--- src/snf_map.vh ---
`ifndef SNF_MAP_VH
`define SNF_MAP_VH
// Behaviour
// - Every opcode is eight bits, shifted in on lane zero.
// - Address and data use one, two or four lanes by instruction type.
// - Single-lane input bits are sampled on the rising clock edge.
// - Read data and status bits leave on the falling clock edge.
// - Only SPI modes 0 and 3; clock idles low or high around select.
// - Dual instructions turn serial in and out into lanes zero and one.
// - Quad instructions use all four lanes.
// - Software reset needs reset-enable 66h directly followed by reset 99h.
// - After reset pair, about 30 us of reset with all instructions ignored.
// - While supply is below threshold, nothing is recognized.
// - After power-up, write-type instructions are refused for a fixed delay.
// - Write enable latch is zero at power-up.
// - Program, erase and status write need the write enable latch set.
// - Completion of program, erase or status write clears the latch.
// - One lock bit per 126 inner blocks and 32 edge sectors.
// - A set lock bit blocks program and erase of its region.
// - Every lock bit is one at power-on.
// - Unlock instruction 39h clears the addressed lock bit.
// - Scheme select 0 uses range bits, 1 uses lock bits.
// - Complement, size, top/bottom and range bits protect none, part or all.
// - Status writes are gated by the status lock bit and the latch.
// - Three status registers, each read by its own instruction.
// - While busy, only read status and suspend are obeyed.
// - Lanes two and three carry data only with quad lane enable set.
`define SNF_CLK_MHZ 100
`define SNF_RST_US 30
`define SNF_RST_CYC (`SNF_RST_US * `SNF_CLK_MHZ)
`define SNF_PUW_US 10
`define SNF_OP_CYC 16'h0040
`define SNF_DRV_RST 2'h3
`define SNF_A_CFG 8'h00
`define SNF_A_FILL 8'h04
`define SNF_A_STAT 8'h08
`define SNF_A_SREG 8'h0c
`define SNF_A_LAST 8'h10
`define SNF_A_REF 8'h14
`define SNF_A_LKS 8'h18
`define SNF_WREN 8'h06
`define SNF_WRDI 8'h04
`define SNF_RSR1 8'h05
`define SNF_RSR2 8'h35
`define SNF_RSR3 8'h15
`define SNF_WSR1 8'h01
`define SNF_WSR2 8'h31
`define SNF_WSR3 8'h11
`define SNF_RD 8'h03
`define SNF_FRD 8'h0b
`define SNF_DOUT 8'h3b
`define SNF_QOUT 8'h6b
`define SNF_DIO 8'hbb
`define SNF_QIO 8'heb
`define SNF_PP 8'h02
`define SNF_QPP 8'h32
`define SNF_SE 8'h20
`define SNF_BE32 8'h52
`define SNF_BE64 8'hd8
`define SNF_CE 8'hc7
`define SNF_CE2 8'h60
`define SNF_LOCK 8'h36
`define SNF_UNLK 8'h39
`define SNF_RLK 8'h3d
`define SNF_SUSP 8'h75
`define SNF_RESM 8'h7a
`define SNF_RSTEN 8'h66
`define SNF_RST 8'h99
`endif

--- src/snf_front.v ---
// Added by the designer: the register offsets and the APB slave port.
`timescale 1ns/10ps
`include "snf_map.vh"
module snf_front #(
   parameter PUW_CYC = `SNF_PUW_US * `SNF_CLK_MHZ,
   parameter NLOCK = 158
) (
   input wire pclk,
   input wire presetn,
   input wire psel,
   input wire penable,
   input wire pwrite,
   input wire [7:0] paddr,
   input wire [31:0] pwdata,
   output reg [31:0] prdata,
   output wire pready,
   output reg pslverr,
   input wire supply_ok,
   input wire cs_n,
   input wire sclk,
   input wire [3:0] lane_in,
   output reg [3:0] lane_out,
   output reg [3:0] lane_oe
);
   // Bit 0 is lane_zero (serial_in), bit 1 lane_one, 2 lane_two, 3 lane_three

   localparam [4:0] S_OPC = 5'h01;
   localparam [4:0] S_ADR = 5'h02;
   localparam [4:0] S_DUM = 5'h04;
   localparam [4:0] S_DAT = 5'h08;
   localparam [4:0] S_IGN = 5'h10;
   localparam [19:0] PUW_W = PUW_CYC;
   localparam [11:0] RST_W = `SNF_RST_CYC;

   ////////////////////////////////////////////////////////////////////////
   // Helpers

   // Lanes, dummy clocks and direction per opcode
   // {dummy[3:0], read, data lanes[2:0], address lanes[2:0], has address}
   function [11:0] dec;
      input [7:0] op;
      begin
         case (op)
            `SNF_RD: dec = {4'h0, 1'b1, 3'h1, 3'h1, 1'b1};
            `SNF_FRD: dec = {4'h8, 1'b1, 3'h1, 3'h1, 1'b1};
            `SNF_DOUT: dec = {4'h8, 1'b1, 3'h2, 3'h1, 1'b1};
            `SNF_QOUT: dec = {4'h8, 1'b1, 3'h4, 3'h1, 1'b1};
            `SNF_DIO: dec = {4'h4, 1'b1, 3'h2, 3'h2, 1'b1};
            `SNF_QIO: dec = {4'h6, 1'b1, 3'h4, 3'h4, 1'b1};
            `SNF_RLK: dec = {4'h0, 1'b1, 3'h1, 3'h1, 1'b1};
            `SNF_RSR1, `SNF_RSR2, `SNF_RSR3: dec = {4'h0, 1'b1, 3'h1, 3'h1, 1'b0};
            `SNF_QPP: dec = {4'h0, 1'b0, 3'h4, 3'h1, 1'b1};
            `SNF_PP, `SNF_SE, `SNF_BE32, `SNF_BE64, `SNF_LOCK, `SNF_UNLK:
               dec = {4'h0, 1'b0, 3'h1, 3'h1, 1'b1};
            default: dec = {4'h0, 1'b0, 3'h1, 3'h1, 1'b0};
         endcase
      end
   endfunction

   // Shift in one, two or four lane bits
   function [31:0] shin;
      input [31:0] x;
      input [2:0] w;
      input [3:0] l;
      begin
         case (w)
            3'h2: shin = {x[29:0], l[1:0]};
            3'h4: shin = {x[27:0], l};
            default: shin = {x[30:0], l[0]};
         endcase
      end
   endfunction

   // Top bits of a byte onto the output lanes
   function [3:0] pick;
      input [7:0] x;
      input [2:0] w;
      begin
         case (w)
            3'h2: pick = {2'h0, x[7:6]};
            3'h4: pick = x[7:4];
            default: pick = {2'h0, x[7], 1'b0};
         endcase
      end
   endfunction

   // Range protection from status bits
   function prot;
      input [23:0] a;
      input c;
      input s;
      input t;
      input [2:0] b;
      reg [24:0] sz;
      begin
         if (b == 3'h0)
            sz = 25'h0;
         else if (b == 3'h7)
            sz = 25'h1000000;
         else if (s)
            sz = 25'h1000 << ((b > 3'h4) ? 3'h3 : b - 3'h1);
         else
            sz = 25'h40000 << (b - 3'h1);
         prot = c ^ (t ? ({1'b0, a} < sz) : ({1'b0, ~a} < sz));
      end
   endfunction

   // Lock bit index: edge sectors 0..31, inner blocks 32..157
   function [7:0] lidx;
      input [23:0] a;
      begin
         if (a[22:16] == 7'h00)
            lidx = {4'h0, a[15:12]};
         else if (a[22:16] == 7'h7f)
            lidx = {4'h1, a[15:12]};
         else
            lidx = {1'b0, a[22:16]} + 8'h1f;
      end
   endfunction

   ////////////////////////////////////////////////////////////////////////
   // Declarations

   reg cs_m, cs_y, cs_p, sc_m, sc_y, sc_p, sp_m, sp_y;
   reg [3:0] ln_m, ln_y;
   reg [4:0] st_q, cnt_q;
   reg [7:0] op_q, ib_q, ob_q, d0_q, d1_q;
   reg [11:0] inf_q;
   reg [31:0] ad_q;
   reg [1:0] nb_q;
   reg [3:0] ol_q;
   reg wel_q, sus_q, arm_q, bad;
   reg [15:0] bsy_q, ref_q, cfg_q;
   reg [11:0] rst_q;
   reg [19:0] pu_q;
   reg [5:0] s1_q, s2_q;
   reg [2:0] s3_q;
   reg [NLOCK-1:0] lock_q;
   reg [31:0] last_q, rdv;
   reg [7:0] fill_q, lks_q, nxt;

   wire sc_r = sc_y & ~sc_p;
   wire sc_f = ~sc_y & sc_p;
   wire cs_r = cs_y & ~cs_p;
   wire cs_f = ~cs_y & cs_p;
   wire [2:0] aw = inf_q[3:1];
   wire [2:0] dw = inf_q[6:4];
   wire rd = inf_q[7];
   wire [3:0] dum = inf_q[11:8];
   wire [7:0] op_n = {op_q[6:0], ln_y[0]};
   wire [11:0] inf_n = dec(op_n);
   wire [31:0] ad_n = shin(ad_q, aw, ln_y);
   wire [31:0] ib_n = shin({24'h0, ib_q}, dw, ln_y);
   // Busy reads low while suspended, so resume and other commands get through
   wire busy = (|bsy_q) & ~sus_q;
   wire qe = s2_q[1];
   wire status_lock_bit = s2_q[0];
   wire protect_scheme_select = s3_q[0];
   wire [7:0] sr1 = {s1_q, wel_q, busy};
   wire [7:0] sr2 = {sus_q, s2_q[5:2], 1'b0, s2_q[1:0]};
   wire [7:0] sr3 = {1'b0, s3_q[2:1], 2'h0, s3_q[0], 2'h0};
   wire [7:0] li = lidx(ad_q[23:0]);
   wire hit = protect_scheme_select ? lock_q[li] :
      prot(ad_q[23:0], s2_q[5], s1_q[4], s1_q[3], s1_q[2:0]);
   wire anyp = protect_scheme_select ? |lock_q : (s2_q[5] | (|s1_q[2:0]));
   wire rsop = op_n == `SNF_RSR1 || op_n == `SNF_RSR2 || op_n == `SNF_RSR3;
   wire quad = inf_n[6] | inf_n[3];
   wire ign = ~sp_y | (|rst_q) | (busy & ~rsop & op_n != `SNF_SUSP) |
      (quad & ~qe);
   wire ok = st_q[2] | st_q[3];
   wire done = cs_r & ok;
   wire rst_go = done & op_q == `SNF_RST & arm_q;
   wire pe_ok = pu_q == 20'h0 && wel_q;
   wire [15:0] opc = (cfg_q == 16'h0) ? 16'h0001 : cfg_q;
   wire wr = psel & penable & pwrite;
   wire ref_clr = wr && paddr == `SNF_A_REF;

   ////////////////////////////////////////////////////////////////////////
   // Link front end on sampled serial clock

   // Byte shifted out on read
   always @* begin
      case (op_q)
         `SNF_RSR1: nxt = sr1;
         `SNF_RSR2: nxt = sr2;
         `SNF_RSR3: nxt = sr3;
         `SNF_RLK: nxt = {7'h0, lock_q[li]};
         default: nxt = fill_q;
      endcase
   end

   // Synchronisers, edge finding and the instruction sequencer
   always @(posedge pclk or negedge presetn) begin
      if (!presetn) begin
         cs_m <= 1'b1;
         cs_y <= 1'b1;
         cs_p <= 1'b1;
         sc_m <= 1'b0;
         sc_y <= 1'b0;
         sc_p <= 1'b0;
         sp_m <= 1'b0;
         sp_y <= 1'b0;
         ln_m <= 4'h0;
         ln_y <= 4'h0;
         st_q <= S_IGN;
         cnt_q <= 5'h0;
         op_q <= 8'h0;
         inf_q <= 12'h0;
         ad_q <= 32'h0;
         ib_q <= 8'h0;
         ob_q <= 8'h0;
         ol_q <= 4'h0;
         d0_q <= 8'h0;
         d1_q <= 8'h0;
         nb_q <= 2'h0;
         lane_out <= 4'h0;
         lane_oe <= 4'h0;
      end else begin
         cs_m <= cs_n;
         cs_y <= cs_m;
         cs_p <= cs_y;
         sc_m <= sclk;
         sc_y <= sc_m;
         sc_p <= sc_y;
         sp_m <= supply_ok;
         sp_y <= sp_m;
         ln_m <= lane_in;
         ln_y <= ln_m;
         if (cs_f) begin
            st_q <= S_OPC;
            cnt_q <= 5'h0;
            nb_q <= 2'h0;
            ol_q <= 4'h0;
         end else if (cs_y || !sp_y) begin
            // Deselect or supply loss drops the lanes and ends the frame
            lane_oe <= 4'h0;
            if (!sp_y)
               st_q <= S_IGN;
         end else begin
            // Edges before the first rising one are ignored in mode 3
            case (st_q)
               S_OPC: begin
                  if (sc_r) begin
                     op_q <= op_n;
                     cnt_q <= cnt_q + 5'h1;
                     if (cnt_q == 5'h7) begin
                        inf_q <= inf_n;
                        cnt_q <= 5'h0;
                        if (ign)
                           st_q <= S_IGN;
                        else if (inf_n[0])
                           st_q <= S_ADR;
                        else
                           st_q <= (|inf_n[11:8]) ? S_DUM : S_DAT;
                     end
                  end
               end
               S_ADR: begin
                  if (sc_r) begin
                     ad_q <= ad_n;
                     cnt_q <= cnt_q + {2'h0, aw};
                     if (cnt_q + {2'h0, aw} == 5'h18) begin
                        cnt_q <= 5'h0;
                        st_q <= (|dum) ? S_DUM : S_DAT;
                     end
                  end
               end
               S_DUM: begin
                  if (sc_r) begin
                     cnt_q <= cnt_q + 5'h1;
                     if (cnt_q + 5'h1 == {1'b0, dum}) begin
                        cnt_q <= 5'h0;
                        st_q <= S_DAT;
                     end
                  end
               end
               S_DAT: begin
                  if (rd) begin
                     if (sc_f) begin
                        lane_oe <= (dw == 3'h4) ? 4'hf :
                           (dw == 3'h2) ? 4'h3 : 4'h2;
                        if (ol_q == 4'h0) begin
                           lane_out <= pick(nxt, dw);
                           ob_q <= nxt << dw;
                           ol_q <= 4'h8 - {1'b0, dw};
                        end else begin
                           lane_out <= pick(ob_q, dw);
                           ob_q <= ob_q << dw;
                           ol_q <= ol_q - {1'b0, dw};
                        end
                     end
                  end else if (sc_r) begin
                     ib_q <= ib_n[7:0];
                     cnt_q <= cnt_q + {2'h0, dw};
                     if (cnt_q + {2'h0, dw} == 5'h8) begin
                        cnt_q <= 5'h0;
                        if (nb_q == 2'h0)
                           d0_q <= ib_n[7:0];
                        if (nb_q == 2'h1)
                           d1_q <= ib_n[7:0];
                        if (nb_q != 2'h3)
                           nb_q <= nb_q + 2'h1;
                     end
                  end
               end
               default: ;
            endcase
         end
      end
   end

   ////////////////////////////////////////////////////////////////////////
   // Device state: write enable, protection, busy, resets

   // Refusal of an instruction ended by select
   always @* begin
      case (op_q)
         `SNF_WREN: bad = pu_q != 20'h0;
         `SNF_PP, `SNF_QPP, `SNF_SE, `SNF_BE32, `SNF_BE64:
            bad = ~pe_ok | hit;
         `SNF_CE, `SNF_CE2: bad = ~pe_ok | anyp;
         `SNF_WSR1, `SNF_WSR2, `SNF_WSR3:
            bad = ~pe_ok | status_lock_bit | nb_q == 2'h0;
         `SNF_LOCK, `SNF_UNLK: bad = ~wel_q;
         default: bad = 1'b0;
      endcase
   end

   // Execution at the end of each instruction
   always @(posedge pclk or negedge presetn) begin
      if (!presetn) begin
         wel_q <= 1'b0;
         sus_q <= 1'b0;
         arm_q <= 1'b0;
         bsy_q <= 16'h0;
         rst_q <= 12'h0;
         pu_q <= PUW_W;
         ref_q <= 16'h0;
         last_q <= 32'h0;
         s1_q <= 6'h0;
         s2_q <= 6'h0;
         s3_q <= {`SNF_DRV_RST, 1'b0};
         lock_q <= {NLOCK{1'b1}};
      end else begin
         if (busy && !sus_q) begin
            bsy_q <= bsy_q - 16'h1;
            if (bsy_q == 16'h1)
               wel_q <= 1'b0;
         end
         if (pu_q != 20'h0)
            pu_q <= pu_q - 20'h1;
         if (rst_q != 12'h0)
            rst_q <= rst_q - 12'h1;
         if (ref_clr)
            ref_q <= 16'h0;
         if (done) begin
            arm_q <= op_q == `SNF_RSTEN;
            if (bad)
               ref_q <= ref_q + 16'h1;
            else begin
               case (op_q)
                  `SNF_WREN: wel_q <= 1'b1;
                  `SNF_WRDI: wel_q <= 1'b0;
                  `SNF_PP, `SNF_QPP, `SNF_SE, `SNF_BE32, `SNF_BE64,
                  `SNF_CE, `SNF_CE2: begin
                     bsy_q <= opc;
                     last_q <= {op_q, ad_q[23:0]};
                  end
                  `SNF_WSR1: begin
                     s1_q <= d0_q[7:2];
                     if (nb_q != 2'h1)
                        s2_q <= {d1_q[6], s2_q[4:2] | d1_q[5:3], d1_q[1:0]};
                     bsy_q <= opc;
                  end
                  `SNF_WSR2: begin
                     s2_q <= {d0_q[6], s2_q[4:2] | d0_q[5:3], d0_q[1:0]};
                     bsy_q <= opc;
                  end
                  `SNF_WSR3: begin
                     s3_q <= {d0_q[6:5], d0_q[2]};
                     bsy_q <= opc;
                  end
                  `SNF_LOCK: lock_q[li] <= 1'b1;
                  `SNF_UNLK: lock_q[li] <= 1'b0;
                  `SNF_SUSP: sus_q <= busy;
                  `SNF_RESM: sus_q <= 1'b0;
                  default: ;
               endcase
            end
         end
         // Software reset or supply loss clear the latch, suspend, busy and arm, and set every lock bit
         if (rst_go || !sp_y) begin
            wel_q <= 1'b0;
            sus_q <= 1'b0;
            arm_q <= 1'b0;
            bsy_q <= 16'h0;
            lock_q <= {NLOCK{1'b1}};
            rst_q <= rst_go ? RST_W : 12'h0;
         end
         if (!sp_y) begin
            pu_q <= PUW_W;
            s2_q[0] <= 1'b0;
         end
      end
   end

   ////////////////////////////////////////////////////////////////////////
   // APB slave, zero wait states

   assign pready = 1'b1;

   // Read mux
   always @* begin
      case (paddr)
         `SNF_A_CFG: rdv = {16'h0, cfg_q};
         `SNF_A_FILL: rdv = {24'h0, fill_q};
         `SNF_A_STAT: rdv = {24'h0, 1'b0, sp_y, arm_q, |rst_q, |pu_q, sus_q, wel_q, busy};
         `SNF_A_SREG: rdv = {8'h0, sr3, sr2, sr1};
         `SNF_A_LAST: rdv = last_q;
         `SNF_A_REF: rdv = {16'h0, ref_q};
         `SNF_A_LKS: rdv = {23'h0, lks_q < NLOCK ? lock_q[lks_q] : 1'b0, lks_q};
         default: rdv = 32'h0;
      endcase
   end

   // Registers written in the access cycle, answer captured in the setup cycle
   always @(posedge pclk or negedge presetn) begin
      if (!presetn) begin
         cfg_q <= `SNF_OP_CYC;
         fill_q <= 8'h0;
         lks_q <= 8'h0;
         prdata <= 32'h0;
         pslverr <= 1'b0;
      end else begin
         if (psel && !penable) begin
            prdata <= rdv;
            pslverr <= paddr > `SNF_A_LKS || paddr[1:0] != 2'h0;
         end
         if (wr && paddr == `SNF_A_CFG)
            cfg_q <= pwdata[15:0];
         if (wr && paddr == `SNF_A_FILL)
            fill_q <= pwdata[7:0];
         if (wr && paddr == `SNF_A_LKS)
            lks_q <= pwdata[7:0];
      end
   end

endmodule

--- config.mk ---
export PLATFORM = sky130hd
export DESIGN_NAME = snf_front
export DESIGN_NICKNAME = d
export VERILOG_FILES = /design/src/snf_front.v
export VERILOG_INCLUDE_DIRS = /design/src /design/src/src
export SDC_FILE = /design/constraint.sdc
export NUM_CORES = 1
export LEC_CHECK = 0
export BUFFER_PORTS_ARGS = -buffer_cell sky130_fd_sc_hd__buf_2
export CELL_PAD_IN_SITES_DETAIL_PLACEMENT = 0
export CELL_PAD_IN_SITES_GLOBAL_PLACEMENT = 2
export CORE_MARGIN = 3
export CORE_UTILIZATION = 39
export CTS_BUF_LIST = sky130_fd_sc_hd__clkbuf_8
export DETAILED_ROUTE_END_ITERATION = 10
export PLACE_DENSITY_LB_ADDON = 0.1
export SETUP_SLACK_MARGIN = 0.15
export SLEW_MARGIN = 40
export SYNTH_ARGS = -nofsm -noshare
export SYNTH_HDL_FRONTEND = slang
export SYNTH_SLANG_ARGS = --single-unit
--- constraint.sdc ---
create_clock -name pclk -period 4.45 [get_ports pclk]
set_input_delay 1.1125 -clock pclk [delete_from_list [all_inputs] [get_ports pclk]]
set_output_delay 1.1125 -clock pclk [all_outputs]
set_load 0.1 [all_outputs]
==> impl_summary.log, run 1 <==
INFO  metric worstPathCellList = inv_2 -> ha_4 -> ha_4 -> a21oi_4 -> buf_4 -> nand3_1 -> ha_1 -> inv_1 -> a221oi_2 -> o21bai_1 -> a2111oi_2 -> o41ai_2 -> nand3_1 -> or3b_4 -> o21a_4 -> buf_12 -> nand3_4 -> clkbuf_16 -> mux2_4
INFO  metric status = finished, final reports clean
INFO  metric nFillCells = 6378
INFO  metric grt_start_max_net_pins = 167
INFO  metric first_global_vias = 23074
INFO  metric timing.fmax = 236 MHz
INFO  metric cp.required = 5010 ps
INFO  metric setup_viol_count_final = 0
INFO  metric cpPeakStageDelay = 410 ps
INFO  metric dr.pass1.iters = 9
INFO  metric num_io_pins = 94
INFO  metric instance_count_after_placement_with_tap_cells_included = 3642
INFO  metric setup_repair_after_global_routing_missed_its_margin = yes
INFO  metric synth-seq-area-share = 42.2%
INFO  metric wl_per_cell = 27.0 µm
INFO  metric max-vdd-ir-drop = 0.000204 V
INFO  metric routed.top_layer = met4
INFO  metric synth_nets = 2773
INFO  metric m1WireLength = 44100 µm
INFO  metric core = 67900 µm²
INFO  metric total_area_of_multi_input_combinational_cells = 14900 µm²
INFO  metric grt_first_pass_wirelength = 153000 µm
INFO  metric final_antenna_net_count = 0
INFO  metric first_iter_violations = 2796
INFO  metric timing_max_transition_violations_final = 0
INFO  metric clock_insertion_delay_worst_skew = 690 ps
INFO  metric critPathBufInv = 5
INFO  metric antenna_found_initial = 1
INFO  metric setup_total_negative_slack = 0 ps
INFO  metric post-route-worst-setup-slack = 210 ps
INFO  metric syn-cell-area = 27000 µm²
INFO  metric grtUsageTotal = 28.1%
INFO  metric cts_tree = yes
INFO  metric timing.final.crit_share = 95.3%
INFO  metric flow.area_growth_from_synthesis = 17.7%
INFO  metric dr_total_vias = 23926
INFO  metric power.leakage = 12.5 nW
INFO  metric postSynth.topFlopCell = dfrtp_1
INFO  metric die_w = 269 µm
INFO  metric port-buffer-count = 76
INFO  metric cts_inserted_buffers = 85
INFO  metric post-synth-top-area-cell = dfrtp_1
INFO  metric drt_wl_total = 103000 µm
INFO  metric critPathArrivalTime = 4800 ps
INFO  metric route.met2.wl = 46700 µm
INFO  metric detail_route.vias_per_cell = 6.28
INFO  metric whs = 299 ps
INFO  metric post_route_cells_drive_above_1_share = 31.4%
INFO  metric initial_core_util = 39.7%
INFO  metric timing.max_cap.violations = 0
INFO  metric drc = 0
INFO  metric synth_async_sr_flop_share = 100%
INFO  metric synth_area_leaders = dfrtp_1 26%, dfstp_2 17%, mux4_2 9.1%
INFO  metric synth_largest_type_area_fraction = 25.5%
INFO  metric cts-hold-fix-buffers = 0
INFO  metric final-hold-violation-count = 0
INFO  metric avgSynthCellArea = 10.1 µm²
INFO  metric power_per_cell_area = 294 nW/µm²
INFO  metric die_area = 72300 µm²
INFO  metric cp-end-kind = flip-flop
INFO  metric clock_pin_slew_of_the_registers_on_the_worst_case_setup_and_hold_paths = 60 ps
INFO  metric place_congestion = 0.943
INFO  metric critical-path-top-delay-family = compound AO/OA/AOI/OAI gates
INFO  metric cts.htree.levels = 3
INFO  metric worst_path_max_delay_cell = or3b_4
INFO  metric placed_wire_length_estimate_after_detailed_placement = 71300 µm
INFO  metric netlist_instances = 2661
INFO  metric final_net_count = 2930
INFO  metric clk_root_buffer_cell = clkbuf_8
INFO  metric synth-edff-count = 0
INFO  metric measured_slew_at_the_worst_slew_check_pin = 846 ps
INFO  metric rows = 95
INFO  metric detailroute.wirelength.met3 = 7380 µm
INFO  metric synth_cell_type_count = 91
INFO  metric timing.critical_path.from_type = flip-flop
INFO  metric timing_worst_setup_path_type = reg2reg
INFO  metric hold_class = in2async
INFO  metric grt.overflow.total = 0
INFO  metric path_max_fanout = 7
INFO  metric ff_latch_area = 11400 µm²
INFO  metric clock_path_buffers = 3
INFO  metric dp_worst_setup_slack = -217 ps
INFO  metric flops_latches_synth = 446
INFO  metric slew_headroom = 43.2%
INFO  metric fin_skew = 41.8 ps
INFO  metric die_height = 269 µm
INFO  metric ys.warnings.count = 0
INFO  metric final_cell_count_no_fill = 3809
INFO  metric clock_sink_count = 446
INFO  metric period_needed = 4240 ps
through the flow:
step | instance area [µm²] | utilization (%) | total power [mW]
after floorplan | 27000 | - | 4.83
after global placement | 29400 | 43.3 | 5.15
after detailed placement | 29400 | 43.4 | 5.17
after CTS | 31200 | 46.0 | 9.41
after global routing | 31700 | 46.8 | 9.71
final | 31700 | 46.8 | 9.32
worst register-to-register path: cells and delay by family, from the launching register on:
family          cells  cell delay (ps)
flops               1              380
mux                 1              290
simple gates        4              780
fa+ha+maj           3              690
buf+inv             5              650
compound gates      6             1340
path summary, 6_finish.rpt:
path | startpoint | end | slack (ps) | cells past startpoint
setup / recovery | s1_q[0] | last_q[18] | 210 | 19
hold / removal | presetn | op_q[3] | 300 | 1
setup reg to reg | s1_q[0] | last_q[18] | 210 | 19
hold reg to reg | ln_m[0] | ln_y[0] | 350 | 0
max in group asynchronous | presetn | lock_q[47] | 2880 | 4
min in group pclk | ln_m[0] | ln_y[0] | 350 | 0
layout by cell type, fill, tap and decap left out, types with 15 or more instances in the layout:
| cell | instances |
|---|---|
| a211oi_1 | 21 |
| a21o_1 | 16 |
| a21oi_1 | 169 |
| a222oi_1 | 31 |
| a22o_1 | 29 |
| a22oi_1 | 64 |
| a22oi_2 | 26 |
| a311oi_1 | 60 |
| a31oi_1 | 26 |
| buf_12 | 26 |
| buf_2 | 75 |
| buf_4 | 167 |
| clkbuf_8 | 109 |
| dfrtp_1 | 270 |
| dfstp_2 | 171 |
| ha_1 | 46 |
| inv_1 | 79 |
| mux2_2 | 79 |
| mux2_4 | 31 |
| mux2i_1 | 15 |
| mux4_2 | 109 |
| nand2_1 | 192 |
| nand2b_1 | 24 |
| nand3_1 | 172 |
| nand4_1 | 20 |
| nor2_1 | 241 |
| nor3_1 | 66 |
| nor4_1 | 64 |
| o21ai_0 | 82 |
| o22ai_1 | 18 |
| or3_1 | 21 |
| xnor2_1 | 39 |
| xor2_1 | 15 |
sequential cells by signal (all words and copies together) (netlist names), 9 cells and up:
signal / cells
inf_q: 9
lock_q: 158
pu_q: 20
bsy_q: 16
prdata: 32
rst_q: 12
last_q: 32
ref_q: 16
cfg_q: 16
ad_q: 24
final cells by class:
cell class	count	area share (%)
tap	921	3.63
multi-input combinational	1952	46.9
sequential	446	35.9
clock buffer	109	4.73
timing repair buffer	278	7.38
antenna	3	0.0236
clock inverter	45	0.780
inverter	55	0.662
Yosys cell counts (8+ instances only):
cell and number:
a311oi_1 61, mux2_4 30, ha_1 57, nor3b_1 10, a22oi_1 90, a221o_1 8
a21boi_0 10, xnor2_1 40, buf_2 36, o21ai_0 82, o22ai_1 18, nor2_1 245
dfrtp_1 275, inv_1 53, a32oi_1 12, nor2b_1 16, a21o_1 16, a211oi_1 21
a31oi_1 28, nand3b_1 9, xor2_1 15, dfstp_2 171, mux2i_1 15, nor4_1 67
a21oi_1 171, and3_1 13, nand4_1 20, a22o_1 29, o21a_1 15, and2_1 15
or3_1 21, or4_1 8, mux2_2 80, or2_2 10, nor3_1 70, mux4_2 109
a222oi_1 31, o31ai_1 10, buf_1 13, nand2_1 197, nand3_1 175, nand2b_1 25
buf_4 17, clkbuf_1 132
power breakdown:
part / total [mW] / switching (mW) / internal, mW / leakage, nW
sequential: 4.25 / 0.0941 / 4.15 / 5.58
combinational: 0.872 / 0.527 / 0.344 / 5.91
clock: 4.20 / 1.89 / 2.31 / 1.02
per-layer routing:
layer | up-vias | global-route usage, %
met5 | - | 0
li1 | 10452 | -
met1 | 12164 | 39.0
met2 | 1081 | 43.7
met3 | 229 | 4.71
met4 | 0 | 11.9
what timing repair did:
| item | CTS | global route |
|---|---|---|
| buffers inserted | 0 | 6 |
| pin swaps | 3 | 19 |
| resized for setup | 8 | 71 |
| gates cloned | 0 | 3 |
| endpoints found under the setup margin | 209 | 218 |
cell families after synthesis:
| family | Yosys count | share of synthesized area, % |
|---|---|---|
| xor+xnor | 55 | 1.79 |
| flops | 446 | 42.2 |
| other cells | 1 | 0.0139 |
| compound gates | 671 | 17.3 |
| simple gates | 931 | 16.9 |
| fa+ha+maj | 60 | 2.87 |
| buf+inv | 263 | 4.27 |
| mux | 234 | 14.7 |
No activity file was read; power rests on OpenSTA's default activity.
==> run 2: changes to the inputs <==
--- a/config.mk
+++ b/config.mk
@@ -10,5 +10,5 @@
 export CELL_PAD_IN_SITES_DETAIL_PLACEMENT = 0
 export CELL_PAD_IN_SITES_GLOBAL_PLACEMENT = 2
-export CORE_MARGIN = 3
+export CORE_MARGIN = 8
 export CORE_UTILIZATION = 39
 export CTS_BUF_LIST = sky130_fd_sc_hd__clkbuf_8
==> constraint.sdc (replaced) <==
create_clock -name pclk -period 4.45 [get_ports pclk]
set_input_delay 1.1125 -clock pclk [delete_from_list [all_inputs] [get_ports pclk]]
set_output_delay 1.1125 -clock pclk [all_outputs]
set_load 0.005 [all_outputs]
==> impl_summary.log, run 2 (synthesized netlist as in run 1, its figures left out) <==
INFO  metric post_route_cells_drive_above_1_share = 35.3% (was 31.4%)
INFO  metric power_per_cell_area = 290 nW/µm² (was 294 nW/µm²)
INFO  metric initial_core_util = 39.3% (was 39.7%)
INFO  metric dr.pass1.iters = 8 (was 9)
INFO  metric clock_sink_count = 446 (unchanged)
INFO  metric grt_first_pass_wirelength = 156000 µm (was 153000 µm)
INFO  metric die_height = 279 µm (was 269 µm)
INFO  metric timing.fmax = 232 MHz (was 236 MHz)
INFO  metric slew_headroom = 46.0% (was 43.2%)
INFO  metric timing.critical_path.from_type = flip-flop (unchanged)
INFO  metric final_antenna_net_count = 0 (unchanged)
INFO  metric grt_start_max_net_pins = 171 (was 167)
INFO  metric timing_max_transition_violations_final = 0 (unchanged)
INFO  metric setup_viol_count_final = 0 (unchanged)
INFO  metric die_w = 279 µm (was 269 µm)
INFO  metric timing.max_cap.violations = 0 (unchanged)
INFO  metric total_area_of_multi_input_combinational_cells = 15500 µm² (was 14900 µm²)
INFO  metric instance_count_after_placement_with_tap_cells_included = 3653 (was 3642)
INFO  metric largest_register = lock_q (unchanged)
INFO  metric hold_class = reg2reg (was in2async)
INFO  metric final_cell_count_no_fill = 3829 (was 3809)
INFO  metric core = 68600 µm² (was 67900 µm²)
INFO  metric clock_insertion_delay_worst_skew = 700 ps (was 690 ps)
INFO  metric most-common-layout-cells = 270 x dfrtp_1, 241 x nor2_1, 190 x nand2_1 (was 270 x dfrtp_1, 241 x nor2_1, 192 x nand2_1)
INFO  metric period_needed = 4320 ps (was 4240 ps)
INFO  metric dr_total_vias = 23931 (was 23926)
INFO  metric nFillCells = 6435 (was 6378)
INFO  metric clk_root_buffer_cell = clkbuf_8 (unchanged)
INFO  metric detail_route.vias_per_cell = 6.25 (was 6.28)
INFO  metric cp-end-kind = flip-flop (unchanged)
INFO  metric max-vdd-ir-drop = 0.000178 V (was 0.000204 V)
INFO  metric setup_repair_after_global_routing_missed_its_margin = yes (unchanged)
INFO  metric timing.final.crit_share = 97.0% (was 95.3%)
INFO  metric cts_tree = yes (unchanged)
INFO  metric clock_path_buffers = 3 (unchanged)
INFO  metric utilization = 47.4% (was 46.8%)
INFO  metric largest_reg_flops = 158 (unchanged)
INFO  metric grt.overflow.total = 0 (unchanged)
INFO  metric setup_total_negative_slack = 0 ps (unchanged)
INFO  metric wl_per_cell = 27.5 µm (was 27.0 µm)
INFO  metric measured_slew_at_the_worst_slew_check_pin = 804 ps (was 846 ps)
INFO  metric die_area = 77800 µm² (was 72300 µm²)
INFO  metric grtUsageTotal = 26.3% (was 28.1%)
INFO  metric top_regs = lock_q: 158 flops, last_q: 32 flops, prdata: 32 flops (unchanged)
INFO  metric antenna_found_initial = 1 (unchanged)
INFO  metric postPlaceCellArea = 29400 µm² (about the same)
INFO  metric place_congestion = 0.917 (was 0.943)
INFO  metric post-route-cell-area = 32500 µm² (was 31700 µm²)
INFO  metric whs = 349 ps (was 299 ps)
INFO  metric num_io_pins = 94 (unchanged)
INFO  metric ff_latch_area = 11400 µm² (unchanged)
INFO  metric cts_inserted_buffers = 85 (unchanged)
INFO  metric cp-startpoint = ad_q[16] (was s1_q[0])
INFO  metric final-hold-violation-count = 0 (unchanged)
INFO  metric port-buffer-count = 76 (unchanged)
INFO  metric status = finished, final reports clean (unchanged)
INFO  metric cts.htree.levels = 3 (unchanged)
INFO  metric cp.required = 5010 ps (about the same)
INFO  metric path_max_fanout = 6 (was 7)
INFO  metric worstHoldStart = sc_m
INFO  metric fin_skew = 43.0 ps (was 41.8 ps)
INFO  metric timing_worst_setup_path_type = reg2reg (unchanged)
INFO  metric final_net_count = 2943 (was 2930)
INFO  metric power.leakage = 12.7 nW (was 12.5 nW)
INFO  metric first_global_vias = 23495 (was 23074)
INFO  metric mostFrequentLayoutCell = dfrtp_1 (unchanged)
INFO  metric clock_pin_slew_of_the_registers_on_the_worst_case_setup_and_hold_paths = 70 ps (was 60 ps)
INFO  metric drc = 0 (unchanged)
INFO  metric r2r-start = ad_q[16] (was s1_q[0])
INFO  metric placed_wire_length_estimate_after_detailed_placement = 71400 µm (was 71300 µm)
INFO  metric drt_wl_total = 105000 µm (was 103000 µm)
INFO  metric first_iter_violations = 2765 (was 2796)
INFO  metric critPathArrivalTime = 4870 ps (was 4800 ps)
INFO  metric flow.area_growth_from_synthesis = 20.4% (was 17.7%)
INFO  metric rows = 96 (was 95)
==> run 2: worst paths after layout <==
check	cells after the start	end	slack (ps)
max	16	s2_q[5]	130
min	0	sc_y	350
max reg2reg	16	s2_q[5]	130
min reg2reg	0	sc_y	350
max in group asynchronous	2	s3_q[2]	3060
min in group asynchronous	1	ln_m[3]	420
==> run 2: report_power, final <==
part	leakage [nW]	internal (mW)	switching, mW
combinational	6.11	0.344	0.527
sequential	5.58	4.15	0.0952
clock	1.01	2.36	1.93
==> run 2: metrics by stage <==
stage          setup WS [ps]  power [mW]
2_1_floorplan            167        4.82
3_3_place_gp            -730        5.13
3_5_place_dp            -161        5.15
4_1_cts                  159        9.54
5_1_grt                 68.8        9.81
6_report                 135        9.41
==> run 2: repair_timing <==
| action | CTS | global route |
|---|---|---|
| endpoints found under the hold margin | 0 | 0 |
| pin swaps | 12 | 31 |
| setup buffers | 5 | 11 |
| setup endpoints to repair | 219 | 225 |
| hold buffers | 0 | 0 |
| cloned | 2 | 3 |
| gates resized for setup | 78 | 137 |
==> run 2: area by class of cell <==
class / count / area share, %
Multi-Input combinational cell: 1952 / 47.6
Timing Repair Buffer: 291 / 7.62
Clock buffer: 104 / 4.41
Sequential cell: 446 / 35.1
Antenna cell: 1 / 0.00771
Inverter: 55 / 0.647
Tap cell: 931 / 3.59
Clock inverter: 49 / 1.06
==> run 2: worst max-delay path, stage by stage (launching register included) <==
cell and delay, ps:
dfrtp_4 480, clkinvlp_4 170, ha_4 320, buf_4 190
buf_4 130, mux4_2 260, a21boi_0 150, or4_4 520
o2bb2ai_1 160, and4b_1 340, and4_4 270, buf_4 140
o211a_4 280, buf_6 150, buf_4 110, o21a_1 160
mux2_2 350
==> run 2: layer usage <==
layer,global-route usage [%],up-vias,part of all wire (%)
li1,-,10483,-
met3,4.79,274,7.1
met5,0,-,0
met2,40.7,994,45
met4,12.4,0,5.3
met1,35.5,12180,42
